### src/common/dsc_pkg.sv
// Purpose: Shared constants for the two-channel tone synthesizer control link
// Assumes: 25 MHz sys_clk on both ends, single-bit serial framing
// Notes: Frame is one instruction byte then 1..4 data bytes, MSB first
package dsc_pkg;
    // Register addresses
    localparam logic [4:0] ADDR_CHAN_SEL = 5'h00;
    localparam logic [4:0] ADDR_FCFG_ONE = 5'h01;
    localparam logic [4:0] ADDR_CHAN_FUNC = 5'h03;
    localparam logic [4:0] ADDR_FTW = 5'h04;
    localparam logic [4:0] ADDR_POW = 5'h05;
    // Instruction byte fields
    localparam int INSTR_READ_BIT = 7;
    // Channel select fields
    localparam int CSR_CH0_EN_BIT = 6;
    localparam int CSR_SER_MODE_LSB = 1;
    localparam logic [7:0] CSR_RESET = 8'hC0;
    // Function config one fields
    localparam int FR1_VCO_BIT = 23;
    localparam int FR1_MULT_LSB = 18;
    localparam int FR1_CP_LSB = 16;
    localparam logic [23:0] FR1_RESET = 24'h00_0000;
    localparam logic [1:0] CP_75UA = 2'h0;
    localparam logic [4:0] MULT_MIN = 5'h04;
    localparam logic [4:0] MULT_MAX = 5'h14;
    // Channel function fields
    localparam int CFR_AFP_LSB = 22;
    localparam int CFR_SWEEP_BIT = 14;
    localparam int CFR_MATCH_BIT = 5;
    localparam logic [23:0] CFR_RESET = 24'h00_0000;
    localparam logic [31:0] FTW_RESET = 32'h0000_0000;
    localparam logic [13:0] POW_RESET = 14'h0000;
    localparam int NUM_CH = 2;
    localparam int POW_W = 14;
    // Timing
    localparam int SYS_CLK_KHZ = 25000;
    localparam int HALF_BIT_CYC = 8;
    localparam int LOCK_TIME_US = 1000;
    localparam int LOCK_CYC = (LOCK_TIME_US * SYS_CLK_KHZ) / 1000;
    localparam int PLL_MIN_MHZ = 100;
    localparam int PLL_MAX_MHZ = 500;
    localparam int VCO_SPLIT_MHZ = 255;
    // Host command kinds
    typedef enum logic [1:0] {
        DSC_CMD_WRITE = 2'b00,
        DSC_CMD_READ = 2'b01,
        DSC_CMD_UPDATE = 2'b10,
        DSC_CMD_RESET = 2'b11
    } dsc_cmd_t;
    // Data bytes that follow the instruction for an address
    function automatic logic [2:0] dsc_nbytes(input logic [4:0] addr);
        case (addr)
            ADDR_CHAN_SEL: dsc_nbytes = 3'd1;
            ADDR_FCFG_ONE: dsc_nbytes = 3'd3;
            ADDR_CHAN_FUNC: dsc_nbytes = 3'd3;
            ADDR_FTW: dsc_nbytes = 3'd4;
            ADDR_POW: dsc_nbytes = 3'd2;
            default: dsc_nbytes = 3'd1;
        endcase
    endfunction
endpackage

### src/common/dsc_if.sv
// Purpose: Serial programming link between host controller and synthesizer
// Assumes: Host makes sclk from its own clock; device samples all pins
// Notes: sdo is a dedicated read-back line, no two-way pins
`timescale 1ns/1ps
`default_nettype none
interface dsc_if;
    logic sclk;
    logic cs_b;
    logic sdio;
    logic sdo;
    logic io_update;
    logic master_reset;
    modport device (input sclk, input cs_b, input sdio, input io_update,
        input master_reset, output sdo);
    modport host (output sclk, output cs_b, output sdio, output io_update,
        output master_reset, input sdo);
endinterface
`default_nettype wire

### src/core/dsc_device.sv
// Purpose: Synthesizer end: serial slave, register bank, channel cores
// Assumes: Link pins are asynchronous to sys_clk, sclk half period >= 4 cycles
// Notes: Reads of shared words return the first enabled channel's pending word
`timescale 1ns/1ps
`default_nettype none

// Overview of operation
// Reset leaves device in single-tone mode
// Shared word addresses write all enabled channels
// Channel enables act right after data byte
// All channel enables set after reset
// Reset: single-bit serial, words cleared
// Words reach outputs only on update
// Host writes one channel at a time
// Matched pipeline delay in single-tone only
// Multiplier is five bits 22:18
// Factor 4 to 20 enables multiplier
// Other factors bypass the multiplier
// Host waits lock time after multiplier change
// VCO range bit resets low, host matches
// Host keeps PLL output 100 to 500
// Charge pump resets to 75 uA
// Mode pin picks crystal or input buffer
// Pending words copied together on update
// 32-bit accumulator advances by active word
// 14-bit offset added before amplitude lookup
module dsc_device
    import dsc_pkg::*;
(
    input wire logic sys_clk,
    input wire logic rst_b,
    dsc_if.device link,
    input wire logic clk_mode_sel,
    output logic [NUM_CH-1:0] channel_enable,
    output logic single_tone,
    output logic matched_active,
    output logic pll_enable,
    output logic [4:0] sysclk_mult,
    output logic vco_high,
    output logic [1:0] charge_pump,
    output logic xtal_osc_en,
    output logic input_buf_en,
    output logic [NUM_CH-1:0][POW_W-1:0] ch_phase
);
    // Pin synchronisers: sclk, cs_b, sdio, io_update, master_reset, mode
    logic [5:0] meta_ff;
    logic [5:0] sync_ff;
    logic [5:0] prev_ff;
    always_ff @(posedge sys_clk or negedge rst_b)
    begin
        if (!rst_b)
        begin
            meta_ff <= 6'h02;
            sync_ff <= 6'h02;
            prev_ff <= 6'h02;
        end
        else
        begin
            meta_ff <= {clk_mode_sel, link.master_reset, link.io_update, link.sdio,
                link.cs_b, link.sclk};
            sync_ff <= meta_ff;
            prev_ff <= sync_ff;
        end
    end

    logic sclk_rise;
    logic frame_on;
    logic update_rise;
    logic soft_rst;
    assign sclk_rise = sync_ff[0] & ~prev_ff[0];
    assign frame_on = ~sync_ff[1];
    assign update_rise = sync_ff[3] & ~prev_ff[3];
    assign soft_rst = sync_ff[4];

    // Serial receive: instruction byte then data bytes
    logic [5:0] bit_cnt_ff;
    logic [31:0] shift_ff;
    logic [7:0] instr_ff;
    logic instr_done_ff;
    logic [5:0] frame_bits;
    logic wr_stb;
    logic rd_load;
    assign frame_bits = {dsc_nbytes(instr_ff[4:0]), 3'b000};
    assign rd_load = sclk_rise & frame_on & ~instr_done_ff & (bit_cnt_ff == 6'd7);
    assign wr_stb = sclk_rise & frame_on & instr_done_ff & ~instr_ff[INSTR_READ_BIT]
        & (bit_cnt_ff == frame_bits - 6'd1);
    always_ff @(posedge sys_clk or negedge rst_b)
    begin
        if (!rst_b)
        begin
            bit_cnt_ff <= 6'd0;
            shift_ff <= 32'h0000_0000;
            instr_ff <= 8'h00;
            instr_done_ff <= 1'b0;
        end
        else if (!frame_on)
        begin
            // Frame end drops any partial byte
            bit_cnt_ff <= 6'd0;
            instr_done_ff <= 1'b0;
        end
        else if (sclk_rise)
        begin
            shift_ff <= {shift_ff[30:0], sync_ff[2]};
            if (rd_load)
            begin
                instr_ff <= {shift_ff[6:0], sync_ff[2]};
                instr_done_ff <= 1'b1;
                bit_cnt_ff <= 6'd0;
            end
            else if (instr_done_ff && bit_cnt_ff == frame_bits - 6'd1)
            begin
                // Back-to-back frames without cs_b toggle start over
                instr_done_ff <= 1'b0;
                bit_cnt_ff <= 6'd0;
            end
            else
            begin
                bit_cnt_ff <= bit_cnt_ff + 6'd1;
            end
        end
    end

    logic [31:0] wr_data;
    logic [4:0] wr_addr;
    assign wr_data = {shift_ff[30:0], sync_ff[2]};
    assign wr_addr = instr_ff[4:0];

    // Control registers; master reset pin acts like power-on reset
    logic [7:0] csr_ff;
    logic [23:0] fr1_ff;
    logic [23:0] cfr_ff;
    always_ff @(posedge sys_clk or negedge rst_b)
    begin
        if (!rst_b)
        begin
            csr_ff <= CSR_RESET;
            fr1_ff <= FR1_RESET;
            cfr_ff <= CFR_RESET;
        end
        else if (soft_rst)
        begin
            csr_ff <= CSR_RESET;
            fr1_ff <= FR1_RESET;
            cfr_ff <= CFR_RESET;
        end
        else if (wr_stb)
        begin
            // Channel enables change now, no update needed
            if (wr_addr == ADDR_CHAN_SEL)
                csr_ff <= wr_data[7:0];
            if (wr_addr == ADDR_FCFG_ONE)
                fr1_ff <= wr_data[23:0];
            if (wr_addr == ADDR_CHAN_FUNC)
                cfr_ff <= wr_data[23:0];
        end
    end

    assign channel_enable = csr_ff[CSR_CH0_EN_BIT +: NUM_CH];
    // Only single-tone is built; other modes just leave the flag low
    assign single_tone = (cfr_ff[CFR_AFP_LSB +: 2] == 2'b00) & ~cfr_ff[CFR_SWEEP_BIT];
    assign matched_active = single_tone & cfr_ff[CFR_MATCH_BIT];

    // Clock multiplier decode
    logic [4:0] mult;
    assign mult = fr1_ff[FR1_MULT_LSB +: 5];
    assign pll_enable = (mult >= MULT_MIN) && (mult <= MULT_MAX);
    assign sysclk_mult = pll_enable ? mult : 5'd1;
    assign vco_high = fr1_ff[FR1_VCO_BIT];
    assign charge_pump = fr1_ff[FR1_CP_LSB +: 2];
    assign xtal_osc_en = sync_ff[5];
    assign input_buf_en = ~sync_ff[5];

    // Per-channel pending, active words and phase path
    logic [31:0] pend_ftw_ff [NUM_CH];
    logic [POW_W-1:0] pend_pow_ff [NUM_CH];
    genvar g;
    generate
        for (g = 0; g < NUM_CH; g++)
        begin : g_ch
            logic [31:0] act_ftw_ff;
            logic [POW_W-1:0] act_pow_ff;
            logic [POW_W-1:0] pow_dly_ff;
            logic [31:0] acc_ff;
            logic [POW_W-1:0] ph_ff;
            // Pending words follow shared address writes
            always_ff @(posedge sys_clk or negedge rst_b)
            begin
                if (!rst_b)
                begin
                    pend_ftw_ff[g] <= FTW_RESET;
                    pend_pow_ff[g] <= POW_RESET;
                end
                else if (soft_rst)
                begin
                    pend_ftw_ff[g] <= FTW_RESET;
                    pend_pow_ff[g] <= POW_RESET;
                end
                else if (wr_stb && channel_enable[g])
                begin
                    if (wr_addr == ADDR_FTW)
                        pend_ftw_ff[g] <= wr_data;
                    if (wr_addr == ADDR_POW)
                        pend_pow_ff[g] <= wr_data[POW_W-1:0];
                end
            end
            // Active words move only on io_update, all channels at once
            always_ff @(posedge sys_clk or negedge rst_b)
            begin
                if (!rst_b)
                begin
                    act_ftw_ff <= FTW_RESET;
                    act_pow_ff <= POW_RESET;
                end
                else if (soft_rst)
                begin
                    act_ftw_ff <= FTW_RESET;
                    act_pow_ff <= POW_RESET;
                end
                else if (update_rise)
                begin
                    act_ftw_ff <= pend_ftw_ff[g];
                    act_pow_ff <= pend_pow_ff[g];
                end
            end
            // Accumulator and offset; matched mode delays the offset path
            // by the accumulator's one stage so both changes land together
            always_ff @(posedge sys_clk or negedge rst_b)
            begin
                if (!rst_b)
                begin
                    acc_ff <= 32'h0000_0000;
                    pow_dly_ff <= POW_RESET;
                    ph_ff <= POW_RESET;
                end
                else if (soft_rst)
                begin
                    acc_ff <= 32'h0000_0000;
                    pow_dly_ff <= POW_RESET;
                    ph_ff <= POW_RESET;
                end
                else
                begin
                    acc_ff <= acc_ff + act_ftw_ff;
                    pow_dly_ff <= act_pow_ff;
                    ph_ff <= acc_ff[31 -: POW_W]
                        + (matched_active ? pow_dly_ff : act_pow_ff);
                end
            end
            assign ch_phase[g] = ph_ff;
        end
    endgenerate

    // Read-back shifter, loaded when the instruction byte completes
    logic [31:0] rd_val;
    logic rd_sel;
    logic [31:0] tx_ff;
    assign rd_sel = ~channel_enable[0];
    always_comb
    begin
        case ({shift_ff[3:0], sync_ff[2]})
            ADDR_CHAN_SEL: rd_val = {csr_ff, 24'h00_0000};
            ADDR_FCFG_ONE: rd_val = {fr1_ff, 8'h00};
            ADDR_CHAN_FUNC: rd_val = {cfr_ff, 8'h00};
            ADDR_FTW: rd_val = pend_ftw_ff[rd_sel];
            ADDR_POW: rd_val = {2'b00, pend_pow_ff[rd_sel], 16'h0000};
            default: rd_val = 32'h0000_0000;
        endcase
    end
    always_ff @(posedge sys_clk or negedge rst_b)
    begin
        if (!rst_b)
            tx_ff <= 32'h0000_0000;
        else if (rd_load)
            tx_ff <= shift_ff[6] ? rd_val : 32'h0000_0000;
        else if (sclk_rise && frame_on)
            tx_ff <= {tx_ff[30:0], 1'b0};
    end
    assign link.sdo = tx_ff[31];
endmodule
`default_nettype wire

### src/flat_wrapper.sv
// flat-port wrapper written by rule: the top's interface ports become plain ports
module dsc_device_flat import dsc_pkg::*;
  (sys_clk, rst_b, clk_mode_sel, channel_enable, single_tone, matched_active, pll_enable, sysclk_mult, vco_high, charge_pump, xtal_osc_en, input_buf_en, ch_phase, link_sclk, link_cs_b, link_sdio, link_io_update, link_master_reset, link_sdo);
  dsc_if link_i ();
  input wire logic sys_clk;
  input wire logic rst_b;
  input wire logic clk_mode_sel;
  output logic [NUM_CH-1:0] channel_enable;
  output logic single_tone;
  output logic matched_active;
  output logic pll_enable;
  output logic [4:0] sysclk_mult;
  output logic vco_high;
  output logic [1:0] charge_pump;
  output logic xtal_osc_en;
  output logic input_buf_en;
  output logic [NUM_CH-1:0][POW_W-1:0] ch_phase;
  input wire logic [$bits(link_i.sclk)-1:0] link_sclk;
  input wire logic [$bits(link_i.cs_b)-1:0] link_cs_b;
  input wire logic [$bits(link_i.sdio)-1:0] link_sdio;
  input wire logic [$bits(link_i.io_update)-1:0] link_io_update;
  input wire logic [$bits(link_i.master_reset)-1:0] link_master_reset;
  output wire logic [$bits(link_i.sdo)-1:0] link_sdo;
  assign link_i.sclk = link_sclk;
  assign link_i.cs_b = link_cs_b;
  assign link_i.sdio = link_sdio;
  assign link_i.io_update = link_io_update;
  assign link_i.master_reset = link_master_reset;
  assign link_sdo = link_i.sdo;
  dsc_device u_core (.sys_clk(sys_clk), .rst_b(rst_b), .link(link_i), .clk_mode_sel(clk_mode_sel), .channel_enable(channel_enable), .single_tone(single_tone), .matched_active(matched_active), .pll_enable(pll_enable), .sysclk_mult(sysclk_mult), .vco_high(vco_high), .charge_pump(charge_pump), .xtal_osc_en(xtal_osc_en), .input_buf_en(input_buf_en), .ch_phase(ch_phase));
endmodule
### config.mk
export PLATFORM = sky130hd
export DESIGN_NAME = dsc_device_flat
export DESIGN_NICKNAME = d
export VERILOG_FILES = /design/src/common/dsc_pkg.sv /design/src/common/dsc_if.sv /design/src/core/dsc_device.sv /design/src/flat_wrapper.sv
export SDC_FILE = /design/constraint.sdc
export NUM_CORES = 1
export LEC_CHECK = 0
export BUFFER_PORTS_ARGS = -buffer_cell sky130_fd_sc_hd__buf_2
export CAP_MARGIN = 20
export CORE_ASPECT_RATIO = 1.1
export CORE_UTILIZATION = 35
export CTS_BUF_LIST = sky130_fd_sc_hd__clkbuf_2
export DETAILED_ROUTE_END_ITERATION = 8
export PLACE_DENSITY_LB_ADDON = 0.15
export SYNTH_ARGS = -nofsm -noshare
export SYNTH_HDL_FRONTEND = slang
export SYNTH_SLANG_ARGS = --single-unit
### constraint.sdc
create_clock -name sys_clk -period 4.1 [get_ports sys_clk]
set_input_delay 0.615 -clock sys_clk [delete_from_list [all_inputs] [get_ports sys_clk]]
set_output_delay 0.615 -clock sys_clk [all_outputs]
set_load 0.01 [all_outputs]
==> out/summary.log <==
INFO  outcome        status=complete, no violations
INFO  place          place.gp.congestion=0.8584
INFO  sta            max_slew.worst_pin.slew=1.102ns
INFO  global_routing grt_antenna_before_repair=2
INFO  die            initial_core_util=35.46%
INFO  place          dpl.hpwl=40.10mm
INFO  routing        drt.antenna.violating_nets=0
INFO  finish         final_design_area_no_fill=24,880um2
INFO  logic_synthesis synth.cell_area=22,190um2
INFO  die            design.die.area=64,420um2
INFO  global_routing grt_max_degree=144
INFO  logic_synthesis synthCells=2,015
INFO  worst_setup_path cells_along_the_critical_path=nor3_1 > and2_2 > buf_4 > mux2_2 > ha_1 > fa_1 > nand3_1 > a21boi_0 > o21ai_0 > a21oi_1 > o41ai_1 > o21ai_0 > xnor2_1 > nor2_1
INFO  clock_network  clk_root_buffer_cell=sky130_fd_sc_hd__clkbuf_2
INFO  worst_setup_path cp_data_arrival_time=4.94ns
INFO  sta            fin_setup_tns=0ns
INFO  hold_path      holdCritPathClass=reg2reg
INFO  global_routing first_global_vias=16,570
INFO  place          placed_cells_incl_taps=2,827
INFO  routing        via_per_inst=5.235
INFO  logic_synthesis ys_async_sr_fraction=100.0%
INFO  global_routing grt.overflow.total=0
INFO  sta            skew=0.1266ns
INFO  logic_synthesis synth.most_common_cell=sky130_fd_sc_hd__dfrtp_1
INFO  sta            layout_worst_path_cycle_share=93.59%
INFO  place          port_buffers=51
INFO  finish         utilization=39.76%
INFO  clock_network  cts.path.max_buffers=3
INFO  routing        drtPass1Iterations=5
INFO  sta            finalWorstPathRequiredPeriod=3.837ns
INFO  logic_synthesis synth_enable_flop_cells=0
INFO  clock_network  cts_htree_levels=4
INFO  logic_synthesis synth_top_cell_area_share=50.29%
INFO  clock_network  clock-sinks=450
INFO  logic_synthesis synth_area_leaders=sky130_fd_sc_hd__dfrtp_1 50%, sky130_fd_sc_hd__mux2i_1 9.5%, sky130_fd_sc_hd__nor2_1 5.6%, sky130_fd_sc_hd__ha_1 5.3%, sky130_fd_sc_hd__a22o_1 3.7%
INFO  clock_network  cts.clk_slew.worst_paths=0.11ns
INFO  finish         drive_gt1_share=18.26%
INFO  logic_synthesis syn_nets=2,121
INFO  die            die-width=242.1um
INFO  sta            timing.final.hold_violations=0
INFO  finish         areaGrowthSynthToFinish=12.13%
INFO  sta            max_freq=0.2606GHz
INFO  clock_network  tritoncts=done
INFO  power          vdd_ir_drop_max=0.0001961V
INFO  routing        drt_iter0_markers=986
INFO  power          p_leak=12.53nW
INFO  sta            slew_violations=0
INFO  worst_setup_path cp-end-kind=flip-flop
INFO  clock_network  worst_skew_pair_latency=1.30ns
INFO  clock_network  tritoncts.num_buffers=130
INFO  worst_setup_path critical-path-slowest-cell=sky130_fd_sc_hd__o41ai_1
INFO  worst_setup_path worstPathRequired=5.20ns
INFO  die            die_y=266.1um
INFO  finish         design.final.nets=2,247
INFO  sta            final_setup_violation_count=0
INFO  run            number_of_maximum_capacitance_constraint_violations=0
INFO  worst_setup_path timing.critical_path.fanout_max=4
INFO  worst_setup_path critical-path-top-cell-by-count=sky130_fd_sc_hd__o21ai_0
INFO  logic_synthesis synthesis.yosys.warnings=0
INFO  place          dpl_cell_area=23,440um2
INFO  finish         final_cell_count_no_fill=3,070
INFO  worst_setup_path worstSetupPathType=reg2reg
INFO  power          finalPower=9.010mW
INFO  logic_synthesis synth.distinct_cells=80
INFO  logic_synthesis total_of_flip_flops_plus_latches_after_synthesis=450
INFO  routing        per_cell_routed_wire_length=19.66um
INFO  routing        drc_errors=0
INFO  die            ioPinCount=52
INFO  worst_setup_path setup.worst_path.start_class=flip-flop
INFO  die            core.rowCount=96
INFO  die            core_region_area=62,580um2
INFO  global_routing wire_length_of_the_first_global_routing_pass=95.93mm
INFO  logic_synthesis post-synth-top-area-cell=sky130_fd_sc_hd__dfrtp_1
INFO  routing        via_count=16,070
INFO  sta            setup_repair_after_global_routing_missed_its_margin=false
INFO  worst_setup_path crit_path_max_incr_delay=0.49ns
INFO  sta            slew_headroom=26.52%
INFO  logic_synthesis synth.yosys.seq_area_share=50.77%
INFO  logic_synthesis avgSynthCellArea=11.01um2
INFO  routing        postRouteWirelength=60.37mm
INFO  power          power_per_cell_area=362.1nW/um2
INFO  logic_synthesis synth_flop_cell=sky130_fd_sc_hd__dfrtp_1
INFO  logic_synthesis post_synth_most_frequent_cells=446 x sky130_fd_sc_hd__dfrtp_1, 331 x sky130_fd_sc_hd__nor2_1, 210 x sky130_fd_sc_hd__mux2i_1
INFO  global_routing gr_util_all_layers=19.24%
-- timing repair --
| item | in CTS | in global routing |
|---|---|---|
| buffers inserted | 0 | 0 |
| hold buffers | 15 | 0 |
| setup endpoints to repair | 0 | 2 |
| gates resized for setup | 0 | 2 |
| hold endpoints to repair | 422 | 0 |
-- report_power, final --
part	switching, mW	internal, mW	total (mW)
combinational	0.424	0.201	0.626
sequential	0.221	4.56	4.78
clock	1.99	1.61	3.60
-- critical path, delay by kind of cell, from the launching register on --
kind | cells | cell delay [ns]
fa+ha+maj | 2 | 0.63
mux | 1 | 0.33
simple gates | 4 | 0.78
compound gates | 5 | 1.19
flops | 1 | 0.42
xor+xnor | 1 | 0.16
buf+inv | 1 | 0.18
-- flip-flops by register name, summed over array words and instances (netlist names), 24 cells and up --
signal and flops:
u_core.g_ch.ph_ff 28, u_core.g_ch.pow_dly_ff 28, u_core.shift_ff 31, u_core.cfr_ff 24, u_core.pend_pow_ff 28, u_core.g_ch.acc_ff 64
u_core.g_ch.act_pow_ff 28, u_core.g_ch.act_ftw_ff 64, u_core.fr1_ff 24, u_core.pend_ftw_ff 64, u_core.tx_ff 32
-- path summary, 6_finish.rpt --
| path | slack, ns | cells past startpoint | start | to |
|---|---|---|---|---|
| setup / recovery | 0.26 | 14 | u_core.cfr_ff[22]$_DFFE_PN0P_ | u_core.g_ch[0].ph_ff[12]$_DFF_PN0_ |
| hold / removal | 0.35 | 0 | u_core.meta_ff[5]$_DFF_PN0_ | u_core.sync_ff[5]$_DFF_PN0_ |
| setup reg to reg | 0.26 | 14 | u_core.cfr_ff[22]$_DFFE_PN0P_ | u_core.g_ch[0].ph_ff[12]$_DFF_PN0_ |
| hold reg to reg | 0.35 | 0 | u_core.meta_ff[5]$_DFF_PN0_ | u_core.sync_ff[5]$_DFF_PN0_ |
| max in group asynchronous | 2.87 | 4 | rst_b | u_core.cfr_ff[8]$_DFFE_PN0P_ |
| min in group asynchronous | 0.48 | 3 | rst_b | u_core.pend_ftw_ff[49]$_DFFE_PN0P_ |
-- cells in the final DEF, fill, tap and decap left out, drive strengths merged, types with 7 or more instances in the layout --
cell type / instances
buf: 95
a211oi: 13
xor2: 34
inv: 29
nand2: 62
a221oi: 24
a31oi: 16
a22o: 93
nand4: 8
mux2: 72
clkbuf: 188
o21bai: 11
ha: 94
dlygate4sd3: 14
nand2b: 10
and2: 8
mux2i: 210
nor2b: 52
o22ai: 16
clkinv: 25
o21ai: 71
a21oi: 58
xnor2: 31
nand3: 25
o21a: 7
and3: 14
nor2: 332
o211ai: 10
dfrtp: 446
o221ai: 7
nor3: 33
a21o: 34
nor3b: 7
-- area by class of cell --
type | count | area [um2]
Clock inverter | 37 | 321.6
Sequential cell | 450 | 11270
Fill cell | 6119 | 37700
Multi-Input combinational cell | 1424 | 10350
Timing Repair Buffer | 109 | 855.8
Antenna cell | 3 | 7.507
Clock buffer | 188 | 940.9
Tap cell | 833 | 1042
Inverter | 26 | 97.59
-- metrics by stage --
stage / setup slack, ns / hold WS (ns)
finish: 0.2629 / 0.3492
global route: 0.006358 / 0.3497
CTS: 0.1347 / 0.2984
detailed placement: 0.1913 / 0.3347
global placement: 0.1931 / 0.3345
floorplan: 0.05612 / 0.3194
-- cell families (layout without fill, tap and decap cells) --
family	after synthesis	after routing	share of synthesized area, %
AOI/OAI and AO/OA	401	401	13.05
buffers and inverters	141	360	2.751
muxes	282	282	13.13
xor gates and xnor gates	66	66	2.673
other	0	3	0
and+or+nand+nor	577	577	11.98
DFF	450	450	50.77
adders and majority gates	98	98	5.661
-- layer usage --
metal  global-route usage, %  vias up  wire [um]
met5                       0        -          0
met4                   6.688        0       1235
met3                   4.351       92       2516
met2                   29.61      335      27280
met1                   26.57     8065      29340
li1                        -     7579          -
Note: power is estimated with default switching activity, not from simulation.
